`config.mk`:
```
export PLATFORM = sky130hd
export DESIGN_NAME = aord_top
export DESIGN_NICKNAME = d
export VERILOG_FILES = /design/src/inc/aord_pkg.sv /design/src/inc/aord_flag_if.sv /design/src/logic/aord_top.sv /design/src/logic/aord_stretch.sv
export SDC_FILE = /design/constraint.sdc
export NUM_CORES = 1
export LEC_CHECK = 0
export ABC_AREA = 1
export BUFFER_PORTS_ARGS = -buffer_cell sky130_fd_sc_hd__buf_2
export CAP_MARGIN = 30
export CORE_ASPECT_RATIO = 1.25
export CORE_UTILIZATION = 29
export DETAILED_ROUTE_END_ITERATION = 10
export GPL_ROUTABILITY_DRIVEN = 0
export PLACE_DENSITY = 0.44
export SLEW_MARGIN = 25
export SYNTH_ARGS = -nofsm -noshare
export SYNTH_HDL_FRONTEND = slang
export SYNTH_HIERARCHICAL = 1
export SYNTH_SLANG_ARGS = --single-unit
```
`constraint.sdc`:
```
create_clock -name CLK_I -period 3.3 [get_ports CLK_I]
set_input_delay 0.33 -clock CLK_I [delete_from_list [all_inputs] [get_ports CLK_I]]
set_output_delay 0.33 -clock CLK_I [all_outputs]
set_load 0.05 [all_outputs]
```
`src/inc/aord_pkg.sv`:
```
// package: register map, field layout and timing of the overrange detector
`default_nettype none
package aord_pkg;
    // ------------------------------------------------------------
    // register offsets (10-bit address)
    // ------------------------------------------------------------
    localparam logic [9:0] AORD_ADDR_LEVEL_THRESHOLD_0 = 10'h211;
    localparam logic [9:0] AORD_ADDR_LEVEL_THRESHOLD_1 = 10'h212;
    localparam logic [9:0] AORD_ADDR_OVERRANGE_CONFIG = 10'h213;
    // ------------------------------------------------------------
    // reset values
    // ------------------------------------------------------------
    localparam logic [7:0] AORD_RST_THRESHOLD_0 = 8'hf2;
    localparam logic [7:0] AORD_RST_THRESHOLD_1 = 8'hab;
    localparam logic [7:0] AORD_RST_CONFIG = 8'h07;
    // ------------------------------------------------------------
    // config field layout
    // ------------------------------------------------------------
    localparam int AORD_CFG_ENABLE_BIT = 3;
    localparam int AORD_CFG_EXP_MSB = 2;
    localparam int AORD_CFG_EXP_LSB = 0;
    localparam logic [7:0] AORD_CFG_WRITE_MASK = 8'h0f;
    // ------------------------------------------------------------
    // sample and pulse timing
    // ------------------------------------------------------------
    localparam int AORD_SAMPLE_W = 12;
    localparam int AORD_PULSE_BASE_LOG2 = 3;  // base length 8 cycles
    localparam int AORD_CNT_W = 11;           // holds 8 * 2**7 = 1024
    localparam int AORD_NUM_FLAGS = 4;
endpackage : aord_pkg
`default_nettype wire

```
`src/inc/aord_flag_if.sv`:
```
// interface: raw overrange events and pulse-stretch settings
`default_nettype none
interface aord_flag_if;
    logic [3:0] event_hit;
    logic [2:0] pulse_length_exp;
    logic flag_output_enable;
    logic [3:0] pin_level;
    modport src (
        output event_hit,
        output pulse_length_exp,
        output flag_output_enable,
        input pin_level
    );
    modport stretch (
        input event_hit,
        input pulse_length_exp,
        input flag_output_enable,
        output pin_level
    );
endinterface : aord_flag_if
`default_nettype wire

```
`src/logic/aord_top.sv`:
```
// module: overrange detector top, registers, comparators and pins
`default_nettype none
// Overview of operation
// channel flag 0 when sample reaches threshold 0
// channel flag 1 when sample reaches threshold 1
// threshold means value over 256 of full scale
// threshold 0 resets to 0xF2
// threshold 1 resets to 0xAB
// config bit 3 enables pins, else low
// pulse lasts at least 8 times 2^exp
// config register resets to 0x07
// software should keep pulse exponent at maximum
// each pin follows its flag, events restart
module aord_top
    import aord_pkg::*;
(
    // clock and reset
    input wire logic CLK_I,
    input wire logic RESETN_I,
    // converter samples, signed two's complement
    input wire logic [AORD_SAMPLE_W-1:0] CHAN_A_SAMPLE_I,
    input wire logic [AORD_SAMPLE_W-1:0] CHAN_B_SAMPLE_I,
    // register port
    input wire logic [9:0] REG_ADDR_I,
    input wire logic [7:0] REG_WDATA_I,
    input wire logic REG_WR_I,
    input wire logic REG_RD_I,
    output logic [7:0] REG_RDATA_O,
    // overrange pins
    output logic CHAN_A_PIN_0_O,
    output logic CHAN_A_PIN_1_O,
    output logic CHAN_B_PIN_0_O,
    output logic CHAN_B_PIN_1_O
);
    typedef struct packed {
        logic [7:0] level_threshold_0;
        logic [7:0] level_threshold_1;
        logic [7:0] overrange_config;
        logic [7:0] rdata;
        logic [3:0] event_hit;
    } aord_top_state_t;

    aord_top_state_t state_q;
    aord_top_state_t state_d;
    logic [1:0] rst_sync_q;
    logic rst_n;
    logic [AORD_SAMPLE_W-1:0] mag_a;
    logic [AORD_SAMPLE_W-1:0] mag_b;
    logic [2:0] wr_sel;
    logic [2:0] rd_sel;

    aord_flag_if flag_if ();

    // ------------------------------------------------------------
    // reset release
    // ------------------------------------------------------------
    always_ff @(posedge CLK_I or negedge RESETN_I) begin
        if (!RESETN_I) begin
            rst_sync_q <= 2'h0;
        end else begin
            rst_sync_q <= {rst_sync_q[0], 1'b1};
        end
    end
    assign rst_n = rst_sync_q[1];

    // ------------------------------------------------------------
    // magnitude and compare
    // ------------------------------------------------------------
    // most negative code saturates so it still reads as full scale
    function automatic logic [AORD_SAMPLE_W-1:0] abs_sample(
        input logic [AORD_SAMPLE_W-1:0] s
    );
        logic [AORD_SAMPLE_W-1:0] n;
        n = ~s + AORD_SAMPLE_W'(1);
        if (!s[AORD_SAMPLE_W-1]) begin
            return s;
        end else if (n[AORD_SAMPLE_W-1]) begin
            return {1'b0, {(AORD_SAMPLE_W-1){1'b1}}};
        end else begin
            return n;
        end
    endfunction

    // threshold/256 of full scale: compare against the 8 msbs of
    // the magnitude below the sign, low bits truncated
    function automatic logic reaches(
        input logic [AORD_SAMPLE_W-1:0] mag,
        input logic [7:0] thr
    );
        return mag[AORD_SAMPLE_W-2 -: 8] >= thr;
    endfunction

    assign mag_a = abs_sample(CHAN_A_SAMPLE_I);
    assign mag_b = abs_sample(CHAN_B_SAMPLE_I);

    // ------------------------------------------------------------
    // threshold events
    // ------------------------------------------------------------
    // four raw events in pin order: a0, a1, b0, b1
    function automatic logic [3:0] sample_events(
        input logic [AORD_SAMPLE_W-1:0] mag_x,
        input logic [AORD_SAMPLE_W-1:0] mag_y,
        input logic [7:0] thr_0,
        input logic [7:0] thr_1
    );
        logic [3:0] hit;
        hit[0] = reaches(mag_x, thr_0);
        hit[1] = reaches(mag_x, thr_1);
        hit[2] = reaches(mag_y, thr_0);
        hit[3] = reaches(mag_y, thr_1);
        return hit;
    endfunction

    // ------------------------------------------------------------
    // register decode
    // ------------------------------------------------------------
    // one-hot select, shared by the write and the read path
    function automatic logic [2:0] reg_select(
        input logic [9:0] addr
    );
        logic [2:0] sel;
        sel = 3'h0;
        unique case (addr)
            AORD_ADDR_LEVEL_THRESHOLD_0: begin
                sel = 3'h1;
            end
            AORD_ADDR_LEVEL_THRESHOLD_1: begin
                sel = 3'h2;
            end
            AORD_ADDR_OVERRANGE_CONFIG: begin
                sel = 3'h4;
            end
            default: begin
                // unmapped: writes dropped, reads give zero
                sel = 3'h0;
            end
        endcase
        return sel;
    endfunction

    // ------------------------------------------------------------
    // read path
    // ------------------------------------------------------------
    // and-or mux; an empty select reads as zero
    function automatic logic [7:0] read_mux(
        input logic [2:0] sel,
        input logic [7:0] thr_0,
        input logic [7:0] thr_1,
        input logic [7:0] cfg
    );
        return ({8{sel[0]}} & thr_0)
               | ({8{sel[1]}} & thr_1)
               | ({8{sel[2]}} & cfg);
    endfunction

    assign wr_sel = REG_WR_I ? reg_select(REG_ADDR_I) : 3'h0;
    assign rd_sel = REG_RD_I ? reg_select(REG_ADDR_I) : 3'h0;

    // config fields, kept beside the register layout
    function automatic logic [2:0] cfg_exp(input logic [7:0] cfg);
        return cfg[AORD_CFG_EXP_MSB:AORD_CFG_EXP_LSB];
    endfunction

    function automatic logic cfg_enable(input logic [7:0] cfg);
        return cfg[AORD_CFG_ENABLE_BIT];
    endfunction

    // ------------------------------------------------------------
    // register file and flags
    // ------------------------------------------------------------
    always_comb begin
        state_d = state_q;
        state_d.event_hit = sample_events(mag_a, mag_b,
                                          state_q.level_threshold_0,
                                          state_q.level_threshold_1);
        // writes land next cycle; reserved config bits stay zero
        if (wr_sel[0]) begin
            state_d.level_threshold_0 = REG_WDATA_I;
        end
        if (wr_sel[1]) begin
            state_d.level_threshold_1 = REG_WDATA_I;
        end
        if (wr_sel[2]) begin
            state_d.overrange_config = REG_WDATA_I & AORD_CFG_WRITE_MASK;
        end
        // read data stand one cycle, zero otherwise
        state_d.rdata = read_mux(rd_sel, state_q.level_threshold_0,
                                 state_q.level_threshold_1,
                                 state_q.overrange_config);
    end

    always_ff @(posedge CLK_I or negedge rst_n) begin
        if (!rst_n) begin
            state_q.level_threshold_0 <= AORD_RST_THRESHOLD_0;
            state_q.level_threshold_1 <= AORD_RST_THRESHOLD_1;
            state_q.overrange_config <= AORD_RST_CONFIG;
            state_q.rdata <= 8'h00;
            state_q.event_hit <= 4'h0;
        end else begin
            state_q <= state_d;
        end
    end

    // ------------------------------------------------------------
    // pulse stretch and pins
    // ------------------------------------------------------------
    assign flag_if.event_hit = state_q.event_hit;
    assign flag_if.pulse_length_exp =
        cfg_exp(state_q.overrange_config);
    assign flag_if.flag_output_enable =
        cfg_enable(state_q.overrange_config);

    aord_stretch u_stretch (
        .clk_i(CLK_I),
        .rst_n_i(rst_n),
        .flag_if(flag_if.stretch)
    );

    assign REG_RDATA_O = state_q.rdata;
    assign CHAN_A_PIN_0_O = flag_if.pin_level[0];
    assign CHAN_A_PIN_1_O = flag_if.pin_level[1];
    assign CHAN_B_PIN_0_O = flag_if.pin_level[2];
    assign CHAN_B_PIN_1_O = flag_if.pin_level[3];
endmodule // aord_top
`default_nettype wire

```
`src/logic/aord_stretch.sv`:
```
// module: per-pin minimum-length pulse stretchers for overrange outputs
`default_nettype none
module aord_stretch
    import aord_pkg::*;
(
    // clock and reset
    input wire logic clk_i,
    input wire logic rst_n_i,
    // flag channel
    aord_flag_if.stretch flag_if
);
    typedef struct packed {
        logic [AORD_NUM_FLAGS-1:0][AORD_CNT_W-1:0] cnt;
        logic [AORD_NUM_FLAGS-1:0] pin;
    } aord_stretch_state_t;

    aord_stretch_state_t state_q;
    aord_stretch_state_t state_d;
    logic [AORD_CNT_W-1:0] pulse_len;

    // ------------------------------------------------------------
    // pulse length
    // ------------------------------------------------------------
    // 8 * 2**exp cycles; the event cycle counts as the first
    assign pulse_len = AORD_CNT_W'(1) << (AORD_PULSE_BASE_LOG2
                       + int'(flag_if.pulse_length_exp));

    always_comb begin
        state_d = state_q;
        for (int i = 0; i < AORD_NUM_FLAGS; i++) begin
            if (flag_if.event_hit[i]) begin
                // a new event restarts a running pulse
                state_d.cnt[i] = pulse_len - AORD_CNT_W'(1);
            end else if (state_q.cnt[i] != '0) begin
                state_d.cnt[i] = state_q.cnt[i] - AORD_CNT_W'(1);
            end
            // disabled pins are held low, stretching still runs
            state_d.pin[i] = flag_if.flag_output_enable
                             && (flag_if.event_hit[i]
                                 || state_q.cnt[i] != '0);
        end
    end

    always_ff @(posedge clk_i or negedge rst_n_i) begin
        if (!rst_n_i) begin
            state_q <= '0;
        end else begin
            state_q <= state_d;
        end
    end

    assign flag_if.pin_level = state_q.pin;
endmodule // aord_stretch
`default_nettype wire

```
==> results of run 1 <==
[path summary, 6_finish.rpt]
kind | start | end | slack, ns | cells after the start
min in group asynchronous | RESETN_I | rst_sync_q[0] | 0.30 | 2
max in group asynchronous | rst_sync_q[1] | u_stretch/flag_if.pin_level[3] | 2.24 | 1
hold reg to reg | rst_sync_q[1] | u_stretch/state_q[22] | 0.34 | 0
setup reg to reg | u_stretch/state_q[37] | u_stretch/state_q[38] | 1.62 | 9
setup / recovery | CHAN_B_SAMPLE_I[1] | flag_if.event_hit[3] | 1.38 | 13
hold / removal | REG_WDATA_I[6] | state_q[34] | 0.23 | 3
[flip-flops by register name, indices dropped and copies added, names as in the netlist]
signal / count
REG_RDATA_O: 8
flag_if.event_hit: 4
flag_if.flag_output_enable: 1
flag_if.pulse_length_exp: 3
rst_sync_q: 2
state_q: 16
u_stretch/flag_if.pin_level: 4
u_stretch/state_q: 44
[per-layer routing]
| metal | track usage (%) | part of all wire (%) |
|---|---|---|
| met1 | 17.9 | 45 |
| met2 | 26.4 | 51 |
| met3 | 2.79 | 2.4 |
| met4 | 5.13 | 1.3 |
| met5 | 0 | 0 |
[cells in the mapped netlist]
library cell	count
sky130_fd_sc_hd__nand2_1	203
sky130_fd_sc_hd__inv_1	109
sky130_fd_sc_hd__nor2_1	76
sky130_fd_sc_hd__dfrtp_1	69
sky130_fd_sc_hd__nand3_1	65
sky130_fd_sc_hd__ha_1	36
sky130_fd_sc_hd__o21ai_0	29
sky130_fd_sc_hd__a21oi_1	23
sky130_fd_sc_hd__nand4_1	20
sky130_fd_sc_hd__o21ai_2	18
sky130_fd_sc_hd__nor2_2	15
sky130_fd_sc_hd__buf_4	13
sky130_fd_sc_hd__dfstp_2	13
sky130_fd_sc_hd__o21ai_1	12
sky130_fd_sc_hd__nor2_4	9
sky130_fd_sc_hd__xor2_1	8
sky130_fd_sc_hd__inv_2	7
sky130_fd_sc_hd__buf_2	6
sky130_fd_sc_hd__nand2_2	5
sky130_fd_sc_hd__nor3_1	5
sky130_fd_sc_hd__nor3b_1	5
sky130_fd_sc_hd__o211ai_1	5
sky130_fd_sc_hd__nand3_4	4
sky130_fd_sc_hd__buf_6	3
sky130_fd_sc_hd__nand3b_1	3
sky130_fd_sc_hd__o22ai_1	3
sky130_fd_sc_hd__a31oi_1	2
sky130_fd_sc_hd__and2_0	2
sky130_fd_sc_hd__clkbuf_1	2
sky130_fd_sc_hd__nand3_2	2
sky130_fd_sc_hd__or2_1	2
sky130_fd_sc_hd__or2_2	2
sky130_fd_sc_hd__a211oi_1	1
sky130_fd_sc_hd__a21boi_0	1
sky130_fd_sc_hd__and3_1	1
sky130_fd_sc_hd__clkinv_1	1
sky130_fd_sc_hd__clkinv_4	1
sky130_fd_sc_hd__conb_1	1
sky130_fd_sc_hd__nand3b_4	1
sky130_fd_sc_hd__o21a_1	1
sky130_fd_sc_hd__o21bai_1	1
sky130_fd_sc_hd__xnor2_1	1
[timing repair]
item	in CTS	in global routing
endpoints found under the hold margin	2	0
hold buffers	1	0
setup endpoints to repair	0	0
[power by group]
group	total [mW]	switching, mW	internal (mW)
Combinational	0.343	0.220	0.123
Sequential	1.09	0.0503	1.04
Clock	1.08	0.417	0.659
Total	2.51	0.687	1.83
[cells by family after synthesis]
logic type	synth area share (%)
and+or+nand+nor	34.1
buffers and inverters	10.7
AOI/OAI and AO/OA	10.0
DFF	35.9
adders and majority gates	7.82
xor gates and xnor gates	1.37
other	0.0651
[worst max-delay path, delay by kind of cell]
kind	cells	cell delay [ns]
adders and majority gates	1	0.24
buffers and inverters	2	0.22
and+or+nand+nor	10	1.32
[final cells by class]
| type | count | share of cell area, % |
|---|---|---|
| Multi-Input combinational cell | 562 | 46.9 |
| Sequential cell | 82 | 31.6 |
| Inverter | 118 | 6.84 |
| Tap cell | 265 | 5.06 |
| Timing Repair Buffer | 60 | 4.74 |
| Clock buffer | 10 | 3.50 |
| Clock inverter | 6 | 1.26 |
| Antenna cell | 1 | 0.0382 |
[metrics by stage]
stage	cell area [um2]	total power, mW	setup WS [ns]	hold WS (ns)
6_report	6550	2.51	1.38	0.227
5_1_grt	6550	2.66	1.07	0.238
4_1_cts	6550	2.56	1.36	0.219
3_5_place_dp	6220	1.46	1.01	0.120
3_3_place_gp	6220	1.46	1.04	0.118
2_1_floorplan	5760	1.35	0.870	0.0344
==> results list, run 1 <==
* Outcome: finished clean
- Placed wire-length estimate after detailed placement: between 10000 and 15000 um
- In this run the remaining antenna-violating nets after routing total 0.
- The number of global-route vias before repair came to ~4800.
- 1st-iter DRT viols: roughly 250
- The number of nets handed over by synthesis was 868.
* Area of the multi-input gates: 3070 um2
- The path class of the tightest hold or removal check is input pin to register.
- Number of endpoints with negative hold slack in the final report: 0
* DIE HEIGHT: 160 um
* Fraction of final layout cells with drive strength greater than 1: 18.1%
- Reported max-cap violation count: 0
- Average vias per placed instance: about 4.5
* Count of endpoints failing setup in the final report: 0
- TritonCTS built the clock tree.
- Final-layout fill cell count: between 2000 and 2500
- Tightest Pin Transition: 0.637 ns
- In this run the count of I/O pins placed on the die edge is 58.
- Library cells used by synthesis: 42
- Leaving out fill and tap cells, the most frequent cell in the layout is sky130_fd_sc_hd__nand2_1.
* Inserted Clock Buffers: 9
- In the final routed layout, each cell accounts on average for 12.9 um.
- In this run, placement finished with an instance count of approximately 1100.
- Summed over all layers, the global routing overflow is 0.
- STA classifies the critical path endpoint as a register.
- Unrepaired setup endpoints after global routing: no
- Maximum cell stage delay along the critical path: 0.27 ns
- H-tree depth: 3
- Averaged over all synthesized cells, the footprint is 7.33 um2.
- VDD sags by at most 0.209 mV.
- The mapped netlist covers about 5800 um2.
- For this design the static power due to leakage is around 3.3 nW.
- Global routing used 14.9% of the available tracks.
* Drc violations: 0
- Category of the most critical setup path: input pin to register
- The number of gates resized after CTS was 0.
* Max Root-Sink Buffers: 2
- Most used cells in the layout excluding fill and tap cells: 203 x sky130_fd_sc_hd__nand2_1, 109 x sky130_fd_sc_hd__inv_1, 76 x sky130_fd_sc_hd__nor2_1
* Number of synthesis warnings: 6
* Reg clk slew, reported paths: 0.07 ns
- Root buffer cell: sky130_fd_sc_hd__clkbuf_16
* Placeable Area: between 15000 and 20000 um2
* Area share of the largest cell type after synthesis: between 20% and 30%
- Post-route clock period utilization: between 50% and 60%
* F_max: 0.522 GHz
* Post-CTS Setup Repair Bufs: 0
* Number of nets in the layout: 915
- After synthesis, flip-flops and latches occupy 35.9% of the total area.
- Core occupancy in the finished layout: 33.6%
* Count of pins over their slew limit: 0
* Worst path required time: 3.51 ns
* Vias after detailed routing: just under 5000
- Between clock sinks in the finished design, the worst skew comes to 0.0108 ns.
- Cells taking the most area after synthesis: sky130_fd_sc_hd__dfrtp_1 30%, sky130_fd_sc_hd__nand2_1 13%, sky130_fd_sc_hd__ha_1 7.8%
- Pin count of the biggest net entering global routing: 47
- The floorplan step defined a die boundary enclosing 20400 um2.
- Initial antenna violation count: 1
- Area taken by flip-flops and latches: 2070 um2
- Filler-free cell count of the finished design: 1104
* Overall die width: 128 um
- Wires add up to 14200 um.
- Relative to the synthesized area, the layout overhead comes to 13.7%.
- Arrival time worst endpoint: 2.12 ns
* Minimum clock period after layout: between 1.5 and 2 ns
- Among all stages on the critical path, the largest delay is contributed by sky130_fd_sc_hd__nor3b_1.
* Syn Inst Count: 786
- The initial utilization of the core area, before any placement, comes to between 20 and 30%.
- The largest total area in the synthesized netlist belongs to sky130_fd_sc_hd__dfrtp_1.
- Highest net fanout along the worst path: 5
* Cell Pwr Density: 384 nW/um2
* Length of the first detailed-routing pass in iterations: 5
* Total negative slack: 0 ns
- After synthesis the netlist holds a flip-flop and latch count of 82.
- Global-route wire length before repair: 23900 um
- Max-slew headroom: 57.5%
* CP Launch Type: input pin
* Clock latency on the worst-skew pair: 0.35 ns
- During placement, the flow inserted port buffers numbering 57.
- Site Rows: 57
- The tree built by TritonCTS fans out to 82 sinks.
* Cell breakdown of the critical path: buf_2 -> nor2_4 -> nand2_1 -> nor2_1 -> nand2_1 -> nor2_1 -> inv_1 -> nand3_1 -> ha_1 -> nand2_1 -> nor2_1 -> nor3b_1 -> nand3_1
No activity file was read; power rests on OpenSTA's default activity.
==> inputs of run 2 (changes only) <==
--- a/config.mk
+++ b/config.mk
@@ -12,7 +12,7 @@
 export CORE_UTILIZATION = 29
 export DETAILED_ROUTE_END_ITERATION = 10
 export GPL_ROUTABILITY_DRIVEN = 0
-export PLACE_DENSITY = 0.44
+export PLACE_DENSITY = 0.46
 export SLEW_MARGIN = 25
 export SYNTH_ARGS = -nofsm -noshare
 export SYNTH_HDL_FRONTEND = slang
==> constraint.sdc (replaced) <==
create_clock -name CLK_I -period 1.6 [get_ports CLK_I]
set_input_delay 0.16 -clock CLK_I [delete_from_list [all_inputs] [get_ports CLK_I]]
set_output_delay 0.16 -clock CLK_I [all_outputs]
set_load 0.05 [all_outputs]
==> run 2 against run 1 <==
Against the previous run:
- first-iteration DRC count stayed put
- critical path depth decreased by 6
- sequential power is 100% higher
- count of clock-buffer cells in the layout stayed put
- die area unchanged
- global-route usage rose by 0.21 points
- core utilization rose by 3.4 points
- register-to-register slack worse by 1.5 ns
- highest routed layer is now met5
- critical endpoint is now flag_if.event_hit[2]
- clock power up 100%
- flip-flop and latch count stayed put
- sequential share of layout area decreased by 2.9 points
- clock skew about the same
==> results list, run 2 (synthesis results as in run 1) <==
* Global-route wire length before repair: 24400 um (+2.0%)
* Overall die width: 128 um (unchanged)
- For this run, the top clock speed supported by timing is 0.655 GHz.
- Top reg by flops: u_stretch/state_q
- The filler cell count is 2094 (-0.85%).
- The actual slew at the worst max-slew pin is 0.567 ns (-0.0700 ns).
- The startpoint identified for the worst register-to-register timing path is state_q[35].
- Placed wire-length estimate after detailed placement: 11800 um (+4.8%)
- The hold violation total from the final report was 0 (unchanged).
- The full die area was 20400 um2 (unchanged).
- Number of nets in the layout: 979 (+7.0%)
- Relative to the synthesized area, the layout overhead comes to 25.1%.
* Clock tree skew after final layout: 0.0111 ns (+0.000338 ns)
- The number of setup violations in the final report came to 0 (unchanged).
- The end-of-flow core utilization was 37.0% (+3.4 points).
- The count of standard-cell rows is 57 (unchanged).
- Total leakage power: 3.61 nW (+11%)
* Outcome: finished clean
- Placeable Area: 19500 um2 (unchanged)
* Vias in the first global route: 5182 (+7.5%)
* Max-slew headroom: 61.9% (+4.4 points)
* Length of the first detailed-routing pass in iterations: 5 (unchanged)
- The total vias in the final route is 5213 (+5.2%).
* Most common cell after layout, fill and taps aside: sky130_fd_sc_hd__nand2_1
- The share of post-route cells with drive strength above 1 came to 28.0% (+9.9 points).
- Area taken by flip-flops and latches: 2070 um2 (unchanged)
- The biggest fanout along the worst timing path is 3 (-2).
* Category of the most critical setup path: register to register
- The maximum buffer depth of the clock tree is 2 (unchanged).
* Top-Level Pins: 58 (unchanged)
- The number of antenna-violating nets in the routed design came to 0 (unchanged).
- Cell Pwr Density: 740 nW/um2 (+93%)
- Quantity of I/O buffers inserted on ports: 57 (unchanged)
- TritonCTS built the clock tree.
- The routed wire length was 14500 um (+2.1%).
- Antenna cell count: 0 (-1)
- The final setup slack of the worst path came to 0.0733 ns (-1.31 ns).
- Of the available clock period, the critical path in the final layout requires 95.4%.
* Final Hold Slack: 0.0672 ns (-0.160 ns)
* Total negative slack: 0 ns (unchanged)
- 1st-iter DRT viols: 247 (unchanged)
- The global router's overall resource usage came to 15.1% (+0.21 points).
* Type of the tightest min-delay check: input pin to register
- The die height came to 160 um (unchanged).
- Setup repair after global routing could not meet its margin everywhere.
- Gr ovfl total: 0 (unchanged)
- The total power was 5.33 mW (+110%).
* TritonCTS Sinks: 82 (unchanged)
* Area of the multi-input gates: 3240 um2 (+5.3%)
* Reg clk slew, reported paths: 0.07 ns (about the same)
* Flip-flop count of the largest register after layout: 44 (unchanged)
- Worst path required time: 1.87 ns (-1.64 ns)
* Reported max-cap violation count: 0 (unchanged)
- The initial antenna violation count is 1 (unchanged).
- The via count normalized by instance count is 4.47 (-0.47%).
- H-tree depth: 3 (unchanged)
* Maximum vdd drop: 0.393 mV (+88%)
* Count of pins over their slew limit: 0 (unchanged)
- Inserted Clock Buffers: 9 (unchanged)
- The post-placement setup slack came to -0.355 ns (-1.36 ns).
* Most used cells in the layout excluding fill and tap cells: 201 x sky130_fd_sc_hd__nand2_1, 107 x sky130_fd_sc_hd__inv_1, 68 x sky130_fd_sc_hd__dfrtp_1
- Reg2Reg Capture Point: flag_if.event_hit[2]
- The endpoint arrival time on the critical path came to 1.80 ns (-0.32 ns).
* CP Launch Type: register
* Clock latency on the worst-skew pair: 0.34 ns (about the same)
* Mean routed wirelength per cell: 12.5 um (-3.4%)
* Nature of the critical path endpoint: register
- Root buffer cell: sky130_fd_sc_hd__clkbuf_16
- Start point of the critical path: state_q[35]
* Minimum clock period after layout: between 1.5 and 2 ns
* Drc violations: 0 (unchanged)
* Initial core utilization: 29.6% (unchanged)
- Capturing instance or port of the critical path: flag_if.event_hit[2]
- Depth of the worst register-to-register path: 7 (-2)
* Setup slack of the worst register-to-register path: 0.07 ns (-1.55 ns)
- Pin count of the biggest net entering global routing: 37 (-21%)
## run 2: cell types whose count changed in the layout (fill, tap and decap cells not counted), moves of 3 or more
cell / change
sky130_fd_sc_hd__buf_4: +61
sky130_fd_sc_hd__clkinv_2: -3
sky130_fd_sc_hd__nand3_1: -9
sky130_fd_sc_hd__nand3_2: +9
sky130_fd_sc_hd__nor2_1: -13
sky130_fd_sc_hd__nor2_2: +12
sky130_fd_sc_hd__nor3b_1: -4
sky130_fd_sc_hd__nor3b_2: +4
## run 2: how the worst min path moves through the flow
| stage | depth (start not counted) | slack [ns] | endpoint | startpoint |
|---|---|---|---|---|
| detailed placement | 1 | -0.05 | rst_sync_q[0] | RESETN_I |
| global route | 3 | 0.08 | state_q[32] | REG_WDATA_I[4] |
| floorplan | 0 | -0.14 | rst_sync_q[0] | RESETN_I |
| CTS | 3 | 0.06 | state_q[25] | REG_WDATA_I[5] |
| global placement | 1 | -0.05 | rst_sync_q[0] | RESETN_I |
| finish | 3 | 0.07 | state_q[34] | REG_WDATA_I[6] |
## run 2: per-stage QoR
stage	area, um2	cells
after global placement	6730	1148
after floorplan	5780	786
after CTS	7050	1165
after global routing	7210	1167
final	7210	1167
after detailed placement	6730	1148
## run 2: cell type report
class / count / area share [%]
clock buffers: 10 / 3.32
clock inverters: 6 / 0.990
inverters: 118 / 6.22
multi-input cells: 563 / 44.9
flip-flops and latches: 82 / 28.8
well taps: 265 / 4.60
repair buffers: 123 / 11.2
## run 2: critical path, stage by stage (launching register included)
cell	delay, ns
sky130_fd_sc_hd__dfstp_2	0.55
sky130_fd_sc_hd__inv_1	0.08
sky130_fd_sc_hd__ha_1	0.32
sky130_fd_sc_hd__nand2_1	0.08
sky130_fd_sc_hd__buf_4	0.13
sky130_fd_sc_hd__nor2_2	0.11
sky130_fd_sc_hd__nand4_1	0.09
sky130_fd_sc_hd__nand3_1	0.09
## run 2: per-layer routing
| metal | routed length [um] | global-route usage (%) |
|---|---|---|
| met1 | 6350 | 17.6 |
| met2 | 7540 | 27.6 |
| met3 | 319 | 2.32 |
| met4 | 320 | 5.51 |
| met5 | 13 | 0 |
## run 2: what timing repair did
| action | 4_1_cts | 5_1_grt |
|---|---|---|
| resized for setup | 0 | 36 |
| hold endpoints to repair | 2 | 0 |
| endpoints found under the setup margin | 0 | 22 |
| buffers inserted | 0 | 1 |
| hold buffers | 1 | 0 |
## run 2: power breakdown
group	switching (mW)	internal (mW)	total, mW
clock	0.908	1.27	2.17
sequential	0.0551	2.15	2.21
combinational	0.554	0.398	0.952
